`src/verilog/sacc_regs.svh`:
```
`ifndef SACC_REGS_SVH
`define SACC_REGS_SVH

// Result width and byte-lane width of the multiplexed format
`define SACC_RES_W        12
`define SACC_BYTE_W       8
// Timing in ns, converted to cycles in the main file
`define SACC_CLK_NS       10
`define SACC_APERTURE_NS  20
`define SACC_CONV_NS      5000
// Result FIFO depth
`define SACC_FIFO_DEPTH   8
// Reset value of the held result
`define SACC_RES_RST      12'h000

`endif

```
`src/verilog/sacc_pkg.sv`:
```
package sacc_pkg;

  // Conversion sequencer states, Gray coded along the path
  typedef enum logic [1:0] {
    SACC_IDLE    = 2'b00,
    SACC_APERT   = 2'b01,
    SACC_CONVERT = 2'b11,
    SACC_STORE   = 2'b10
  } sacc_state_type;

  // Host control pins after synchronisation
  typedef struct packed {
    logic chip_select_n;
    logic conversion_trigger_n;
    logic output_enable_n;
    logic done_flag_enable_n;
    logic upper_byte_select_n;
  } sacc_ctrl_type;

  // Pin straps
  typedef struct packed {
    logic sync_mode;
    logic wide_format;
    logic right_justify;
    logic bipolar;
  } sacc_strap_type;

endpackage

```
`src/verilog/sacc_fifo.sv`:
```
`timescale 1ns/1ps
// Small flip-flop FIFO with valid/ready on both sides
module sacc_fifo #(
  parameter int WIDTH = 12,
  parameter int DEPTH = 8
) (
  input  wire logic             sys_clk,   // System clock
  input  wire logic             rst,       // Synchronous reset
  input  wire logic [WIDTH-1:0] in_data,   // Write data
  input  wire logic             in_valid,  // Write request
  output logic                  in_ready,  // Not full
  output logic [WIDTH-1:0]      out_data,  // Head word
  output logic                  out_valid, // Not empty
  input  wire logic             out_ready  // Pop request
);
  localparam int AW = $clog2(DEPTH);

  logic [WIDTH-1:0] mem_q [DEPTH];  // Storage
  logic [AW-1:0]    wr_q;           // Write index
  logic [AW-1:0]    rd_q;           // Read index
  logic [AW:0]      cnt_q;          // Fill level
  logic             push;           // Accepted write
  logic             pop;            // Accepted read

  assign in_ready  = (cnt_q != (AW+1)'(DEPTH));
  assign out_valid = (cnt_q != '0);
  assign out_data  = mem_q[rd_q];
  assign push      = in_valid && in_ready;
  assign pop       = out_valid && out_ready;

  // Index wrap helper
  function automatic logic [AW-1:0] nxt(input logic [AW-1:0] p);
    nxt = (p == (AW)'(DEPTH-1)) ? '0 : p + 1'b1;
  endfunction

  // Storage write
  always_ff @(posedge sys_clk) begin
    if (push) begin
      mem_q[wr_q] <= in_data;
    end
  end

  // Pointers and level
  always_ff @(posedge sys_clk) begin
    if (rst) begin
      wr_q  <= '0;
      rd_q  <= '0;
      cnt_q <= '0;
    end else begin
      if (push) begin
        wr_q <= nxt(wr_q);
      end
      if (pop) begin
        rd_q <= nxt(rd_q);
      end
      cnt_q <= cnt_q + (AW+1)'(push) - (AW+1)'(pop);
    end
  end

  a_fifo_no_overflow : assert property (@(posedge sys_clk) disable iff (rst)
    cnt_q <= (AW+1)'(DEPTH)) else $error("FIFO level above depth");
endmodule

```
`src/verilog/sacc_ctrl.sv`:
```
`timescale 1ns/1ps
`include "sacc_regs.svh"
// Notes on behaviour
// - Trigger is active low, gated per mode
// - Sync mode: chip select gates trigger, flag
// - Async mode: ungated trigger, open-drain flag
// - Wide strap: full result in one read
// - Narrow strap: result in two byte reads
// - Data and flag outputs three-state when not enabled
// - Sample taken aperture delay after trigger fall
// - Bipolar: twos complement result coding
// - Flag low while converting, high when done
// - Data driven only with select and enable
// - Byte select low high byte, high low
module sacc_ctrl #(
  parameter int CONV_NS = `SACC_CONV_NS     // Conversion time
) (
  input  wire logic                  sys_clk,              // System clock
  input  wire logic                  rst,                  // Synchronous reset
  input  wire logic                  chip_select_n,        // Chip select pin
  input  wire logic                  conversion_trigger_n, // Trigger pin
  input  wire logic                  output_enable_n,      // Read enable pin
  input  wire logic                  done_flag_enable_n,   // Flag enable pin
  input  wire logic                  sync_strap,           // High: synchronous
  input  wire logic                  wide_strap,           // High: 12-bit format
  input  wire logic                  right_justify,        // Byte justification
  input  wire logic                  bipolar_offset_input, // High: bipolar
  input  wire logic [11:0]           sample_in,            // Digitised sample
  input  wire logic                  upper_byte_select_n,  // Byte select in
  output logic      [11:0]           result_data_pins,     // Data out
  output logic      [11:0]           result_data_oe,       // Data enables
  output logic                       done_flag,            // Flag out
  output logic                       done_flag_oe,         // Flag enable
  output logic                       result_lost           // FIFO full on store
);
  localparam int AP_CYC = (`SACC_APERTURE_NS + `SACC_CLK_NS - 1) / `SACC_CLK_NS;
  localparam int CV_CYC = (CONV_NS + `SACC_CLK_NS - 1) / `SACC_CLK_NS;

  sacc_pkg::sacc_ctrl_type  m1_q;      // First sync stage
  sacc_pkg::sacc_ctrl_type  c_q;       // Synchronised pins
  sacc_pkg::sacc_strap_type s1_q;      // First strap stage
  sacc_pkg::sacc_strap_type s_q;       // Synchronised straps
  logic                     trig_d1_q; // Previous gated trigger
  sacc_pkg::sacc_state_type st_q;      // Sequencer state
  logic [15:0]              tmr_q;     // Phase timer
  logic [11:0]              samp_q;    // Held sample
  logic [11:0]              res_q;     // Output register
  logic                     busy_q;    // Conversion in progress
  logic [11:0]              fifo_out;  // FIFO head
  logic                     fifo_vld;  // FIFO not empty
  logic                     fifo_rdy;  // FIFO not full
  logic                     push;      // Store result
  logic                     pop;       // Load output register
  logic                     trig_g;    // Gated trigger level
  logic                     rd_en;     // Read window
  logic                     fl_en;     // Flag window
  logic [11:0]              out_d;     // Formatted data
  logic                     res_vld_q; // Output register holds an unread result
  logic                     rd_d1_q;   // Previous read window
  logic                     rd_ub_q;   // Byte select seen in the last read cycle
  logic                     consumed;  // Held result fully read out

  // Two-stage synchronisers for all pins
  always_ff @(posedge sys_clk) begin
    if (rst) begin
      m1_q <= '1;
      c_q  <= '1;
      s1_q <= '0;
      s_q  <= '0;
    end else begin
      m1_q <= {chip_select_n, conversion_trigger_n, output_enable_n,
               done_flag_enable_n, upper_byte_select_n};
      c_q  <= m1_q;
      s1_q <= {sync_strap, wide_strap, right_justify, bipolar_offset_input};
      s_q  <= s1_q;
    end
  end

  // Trigger gating: chip select (active low) qualifies in sync mode
  assign trig_g = !c_q.conversion_trigger_n &&
                  (!s_q.sync_mode || !c_q.chip_select_n);
  assign rd_en  = !c_q.chip_select_n && !c_q.output_enable_n;
  assign fl_en  = !c_q.done_flag_enable_n &&
                  (!s_q.sync_mode || !c_q.chip_select_n);

  // Falling-edge memory of the gated trigger
  always_ff @(posedge sys_clk) begin
    if (rst) begin
      trig_d1_q <= 1'b0;
    end else begin
      trig_d1_q <= trig_g;
    end
  end

  // Conversion sequencer
  always_ff @(posedge sys_clk) begin
    if (rst) begin
      st_q   <= sacc_pkg::SACC_IDLE;
      tmr_q  <= '0;
      busy_q <= 1'b0;
      samp_q <= `SACC_RES_RST;
    end else begin
      case (st_q)
        sacc_pkg::SACC_IDLE: begin
          // Start on gated trigger falling edge
          if (trig_g && !trig_d1_q) begin
            st_q   <= sacc_pkg::SACC_APERT;
            tmr_q  <= 16'(AP_CYC - 1);
            busy_q <= 1'b1;
          end
        end
        sacc_pkg::SACC_APERT: begin
          // Capture the input after the aperture delay
          if (tmr_q == '0) begin
            samp_q <= sample_in;
            st_q   <= sacc_pkg::SACC_CONVERT;
            tmr_q  <= 16'(CV_CYC - 1);
          end else begin
            tmr_q <= tmr_q - 16'h0001;
          end
        end
        sacc_pkg::SACC_CONVERT: begin
          // Conversion body
          if (tmr_q == '0) begin
            st_q <= sacc_pkg::SACC_STORE;
          end else begin
            tmr_q <= tmr_q - 16'h0001;
          end
        end
        sacc_pkg::SACC_STORE: begin
          // Result stored, flag returns high
          st_q   <= sacc_pkg::SACC_IDLE;
          busy_q <= 1'b0;
        end
        default: begin
          st_q <= sacc_pkg::SACC_IDLE;
        end
      endcase
    end
  end

  assign push = (st_q == sacc_pkg::SACC_STORE);

  // Lost result indicator
  always_ff @(posedge sys_clk) begin
    if (rst) begin
      result_lost <= 1'b0;
    end else begin
      result_lost <= push && !fifo_rdy;
    end
  end

  sacc_fifo #(
    .WIDTH(`SACC_RES_W),
    .DEPTH(`SACC_FIFO_DEPTH)
  ) u_fifo (
    .sys_clk  (sys_clk),
    .rst      (rst),
    .in_data  (samp_q),
    .in_valid (push),
    .in_ready (fifo_rdy),
    .out_data (fifo_out),
    .out_valid(fifo_vld),
    .out_ready(pop)
  );

  // Read tracking: byte select is remembered because it is released with the read
  always_ff @(posedge sys_clk) begin
    if (rst) begin
      rd_d1_q <= 1'b0;
      rd_ub_q <= 1'b1;
    end else begin
      rd_d1_q <= rd_en;
      if (rd_en) begin
        rd_ub_q <= c_q.upper_byte_select_n;
      end
    end
  end

  // A result is used up after a wide read or after its low-byte read
  assign consumed = rd_d1_q && !rd_en && (s_q.wide_format || rd_ub_q);

  // Load the next result only outside a read and once the held one is read
  assign pop = fifo_vld && !rd_en && !res_vld_q;

  // Unread-result flag; a load in the same cycle as a consume wins
  always_ff @(posedge sys_clk) begin
    if (rst) begin
      res_vld_q <= 1'b0;
    end else if (pop) begin
      res_vld_q <= 1'b1;
    end else if (consumed) begin
      res_vld_q <= 1'b0;
    end
  end

  // Output register
  always_ff @(posedge sys_clk) begin
    if (rst) begin
      res_q <= `SACC_RES_RST;
    end else if (pop) begin
      res_q <= fifo_out;
    end
  end

  // Output formatting per width and byte select
  always_comb begin
    out_d = '0;
    if (s_q.wide_format) begin
      out_d = res_q;
    end else if (s_q.right_justify) begin
      if (!c_q.upper_byte_select_n) begin
        out_d[11:4] = s_q.bipolar ? {{4{res_q[11]}}, res_q[11:8]}
                                  : {4'h0, res_q[11:8]};
      end else begin
        out_d[11:4] = res_q[7:0];
      end
    end else begin
      if (!c_q.upper_byte_select_n) begin
        out_d[11:4] = res_q[11:4];
      end else begin
        out_d[11:4] = {res_q[3:0], 4'h0};
      end
    end
  end

  // Registered pin drivers
  always_ff @(posedge sys_clk) begin
    if (rst) begin
      result_data_pins <= '0;
      result_data_oe   <= '0;
      done_flag        <= 1'b0;
      done_flag_oe     <= 1'b0;
    end else begin
      result_data_pins <= out_d;
      result_data_oe   <= !rd_en ? 12'h000 :
                          (s_q.wide_format ? 12'hfff : 12'hff0);
      done_flag        <= !busy_q;
      // Open drain in async mode: drive only the low level
      done_flag_oe     <= fl_en && (s_q.sync_mode || busy_q);
    end
  end

  a_flag_low_busy : assert property (@(posedge sys_clk) disable iff (rst)
    $rose(busy_q) |=> !done_flag) else $error("flag not low");
  a_data_float : assert property (@(posedge sys_clk) disable iff (rst)
    !rd_en |=> result_data_oe == 12'h000) else $error("data driven");
  a_flag_float : assert property (@(posedge sys_clk) disable iff (rst)
    !fl_en |=> !done_flag_oe) else $error("flag driven");
  a_async_od : assert property (@(posedge sys_clk) disable iff (rst)
    done_flag_oe && !s_q.sync_mode && $stable(s_q) |-> !done_flag)
    else $error("open drain high");
  a_sync_gate : assert property (@(posedge sys_clk) disable iff (rst)
    s_q.sync_mode && c_q.chip_select_n && st_q == sacc_pkg::SACC_IDLE |=>
    st_q == sacc_pkg::SACC_IDLE) else $error("conversion started without select");
  a_aperture : assert property (@(posedge sys_clk) disable iff (rst)
    st_q == sacc_pkg::SACC_IDLE && trig_g && !trig_d1_q |=> ##1
    st_q == sacc_pkg::SACC_APERT) else $error("aperture");
  a_wide_enable : assert property (@(posedge sys_clk) disable iff (rst)
    rd_en && s_q.wide_format && $stable(s_q) |=> result_data_oe == 12'hfff)
    else $error("wide");
  a_narrow_enable : assert property (@(posedge sys_clk) disable iff (rst)
    rd_en && !s_q.wide_format && $stable(s_q) |=> result_data_oe == 12'hff0)
    else $error("narrow");
  c_conv : cover property (@(posedge sys_clk) push);
  c_read : cover property (@(posedge sys_clk) rd_en && !s_q.wide_format);
  c_full : cover property (@(posedge sys_clk) !fifo_rdy);
endmodule

```
`config.mk`:
```
export PLATFORM = sky130hd
export DESIGN_NAME = sacc_ctrl
export DESIGN_NICKNAME = d
export VERILOG_FILES = /design/src/verilog/sacc_pkg.sv /design/src/verilog/sacc_fifo.sv /design/src/verilog/sacc_ctrl.sv
export VERILOG_INCLUDE_DIRS = /design/src /design/src/verilog
export SDC_FILE = /design/constraint.sdc
export NUM_CORES = 1
export LEC_CHECK = 0
export BUFFER_PORTS_ARGS = -buffer_cell sky130_fd_sc_hd__buf_2
export CORE_ASPECT_RATIO = 1.4
export CORE_MARGIN = 3
export CORE_UTILIZATION = 52
export DETAILED_ROUTE_END_ITERATION = 10
export GPL_TIMING_DRIVEN = 0
export MAX_ROUTING_LAYER = met4
export PLACE_DENSITY = 0.7
export SLEW_MARGIN = 20
export SYNTH_ARGS = -nofsm -noshare
export SYNTH_HDL_FRONTEND = slang
export SYNTH_SLANG_ARGS = --single-unit
export TNS_END_PERCENT = 5
```
`constraint.sdc`:
```
create_clock -name sys_clk -period 6.26 [get_ports sys_clk]
set_input_delay 0 -clock sys_clk [delete_from_list [all_inputs] [get_ports sys_clk]]
set_output_delay 0 -clock sys_clk [all_outputs]
set_load 0.01 [all_outputs]
```
==> flow_summary.yaml <==
status:
  status: "finished, final reports clean"
synth:
  ys_types: 61
  synth-edff-count: 96
  synthesis.area_um2: 7460
  syn_nets: 600
  synth_ff_type: "edfxtp_1"
  synthCells: 564
  syn-mean-instance-area_um2: 13.2
  yosysWarningCount: 0
  ys_seq_area_frac: 0.634
  synth-seq-cells: 188
  synthArstFlopShare: 0
timing:
  finalSetupViolCount: 0
  rsz0062_at_grt: "no"
  tightest_slew_ps: 897
  whs_ps: 295
  finClkSkew_ps: 9.03
  maxSlewViolCount: 0
  hold_violations: 0
  fmax_mhz: 360
  max_slew_margin: 0.402
  min_period_ps: 2780
  tns_ps: 0
  worst_slack_ps: 3480
  period_share: 0.444
floorplan:
  die_area_um2: 15800
  core-area_um2: 14000
  start_util: 0.534
  rows: 51
  fp.dieH_um: 148
  io_pins: 50
  die_w_um: 107
power:
  ir_drop_mv: 0.229
  clkPwrFrac: 0.278
  switching_share: 0.346
  seqPwrFrac: 0.413
  switchingPower_mw: 1.35
  power_density_nw_per_um2: 440
  combPwrFrac: 0.309
  cellLeakagePower_nw: 3.33
  p_int_mw: 2.55
placed_design:
  post-dp-hpwl_um: 10600
  place_inst: 805
  place_congestion: 0.911
  io_buffers: 49
  dp_slack_ps: 3490
  dpl-instance-area_um2: 8020
clock_network:
  cts.path.max_buffers: 2
  post_cts_buffers: 0
  worst_skew_pair.late_latency_ps: 440
  cts_resized: 0
  cts_tree: "yes"
  clkSlewWorstSetupHoldPaths_ps: 70
  cts-root-buf: "clkbuf_16"
  htreeDepth: 4
  clkSinkCount: 188
  cts_made_buffers: 17
setup_path:
  crit_type: "reg -> reg"
  critPathCaptureType: "register"
  cp_max_fo: 10
  cp.arrival_ps: 3080
  required_ps: 6570
  start_kind: "register"
grt:
  grt_usage: 0.215
  grt-ovfl-total: 0
  grt_pass1_wl_um: 24900
  grt_max_degree: 22
  antenna_found_initial: 0
  grt_pass1_vias: 4846
route:
  first_iter_violations: 231
  final_antenna_net_count: 0
  vias: 4843
  drc: 0
  drtPass1Iterations: 5
  vias_per_cell: 5.64
  wl_um: 15700
  detail_route.wl_per_cell_um: 18.3
final_layout:
  final_common_cell: "edfxtp_1"
  final_cell_mix: "edfxtp_1 (96), dfxtp_1 (92), nor2_1 (61)"
  nets: 697
  final_area_um2: 8860
  antennaDiodeCount: 0
  fin_cells: 859
  area_growth_pct: 18.8
  layout-drive-gt1-share: 0.228
min_path:
  worstHoldPathType: "in -> reg"
flow_run:
  maxCapViolCount: 0
registers in the layout (all words and copies together) (netlist names), 2 cells and up:
register          count
c_q                   5
u_fifo.wr_q           3
u_fifo.cnt_q          4
result_data_pins     12
m1_q                  5
s1_q                  4
u_fifo.rd_q           3
st_q                  2
res_q                12
tmr_q                16
result_data_oe        2
s_q                   4
u_fifo.mem_q         96
samp_q               12
power groups by stage:
stage	clock network [mW]	logic (mW)	registers (mW)
6_report	1.08	1.21	1.61
4_1_cts	1.10	1.21	1.61
3_3_place_gp	0	1.16	1.62
2_1_floorplan	0	0.921	1.59
3_5_place_dp	0	1.19	1.63
5_1_grt	1.15	1.34	1.63
worst max-delay path, stage by stage, from the launching register on:
cell and delay [ps]:
dfxtp_1 310, inv_1 70, ha_1 200, a211o_1 360
inv_2 170, buf_1 400, ha_1 320, inv_1 60
ha_1 150, inv_1 50, fa_1 370, xor2_1 150
nor2_1 50
final cells by class:
type                       count  area, um2
fill                        1060       5110
sequential                   188       4720
multi-input combinational    323       2510
timing repair buffer          78        518
clock buffer                  18        439
tap                          185        231
buffer                        36        189
clock inverter                14        183
inverter                      17       63.8
logic make-up (layout without fill, tap and decap cells):
group / after synthesis / count (layout) / share of synthesized area
AOI/OAI and AO/OA: 85 / 85 / 0.0748
xor gates and xnor gates: 3 / 3 / 0.00352
adders and majority gates: 13 / 13 / 0.0228
buffers and inverters: 53 / 163 / 0.0339
DFF: 188 / 188 / 0.634
muxes: 52 / 52 / 0.111
and+or+nand+nor: 170 / 170 / 0.120
per-stage QoR:
| stage | util | power (mW) |
|---|---|---|
| 2_1_floorplan | - | 2.52 |
| 3_3_place_gp | 0.568 | 2.78 |
| 3_5_place_dp | 0.574 | 2.82 |
| 4_1_cts | 0.634 | 3.92 |
| 5_1_grt | 0.634 | 4.12 |
| 6_report | 0.634 | 3.90 |
worst paths after layout:
path / start / cells after the start / slack (ps) / to
worst max-delay path: u_fifo.cnt_q[2] / 12 / 3480 / u_fifo.cnt_q[2]
worst min register to register: c_q[1] / 1 / 410 / done_flag_oe
worst max register to register: u_fifo.cnt_q[2] / 12 / 3480 / u_fifo.cnt_q[2]
worst min-delay path: done_flag_enable_n / 3 / 300 / m1_q[1]
synthesized netlist by cell type, types with 2 or more instances:
cell type,instances,area share
o21ai_0,3,0.0020
a211o_1,5,0.0059
ha_1,12,0.020
nor2b_1,16,0.013
mux2_2,3,0.0045
edfxtp_1,96,0.39
and2_1,6,0.0050
o21ai_1,10,0.0067
a211oi_1,16,0.016
xnor2_1,2,0.0023
dfxtp_1,92,0.25
buf_4,11,0.011
a221oi_1,4,0.0047
or2_1,11,0.0092
inv_1,13,0.0065
buf_1,2,0.0010
nor4_1,3,0.0025
buf_2,4,0.0027
o41ai_1,2,0.0023
a21oi_1,32,0.021
nand4b_1,2,0.0023
nor4_2,2,0.0034
clkbuf_1,18,0.0091
nand4_1,2,0.0017
mux4_2,24,0.072
nand2_1,20,0.010
nand3b_1,3,0.0030
nand2b_1,3,0.0025
or3_1,4,0.0034
nor2_1,64,0.032
mux2i_1,24,0.032
or4_1,4,0.0040
a21o_1,2,0.0020
nor3_1,18,0.012
o31ai_1,2,0.0020
inv_2,4,0.0020
metal layers:
layer  part of all wire  track usage  vias up
met3              0.044       0.0476       29
met4              0.019       0.0838        0
met1               0.40        0.244     2388
met5                  0            -        -
met2               0.54        0.368      151
li1                   -            -     2275
timing repair:
item,in CTS,in global routing
hold buffers,22,0
setup endpoints to repair,0,0
hold endpoints to repair,25,0
(Power assumes the default switching activity.)
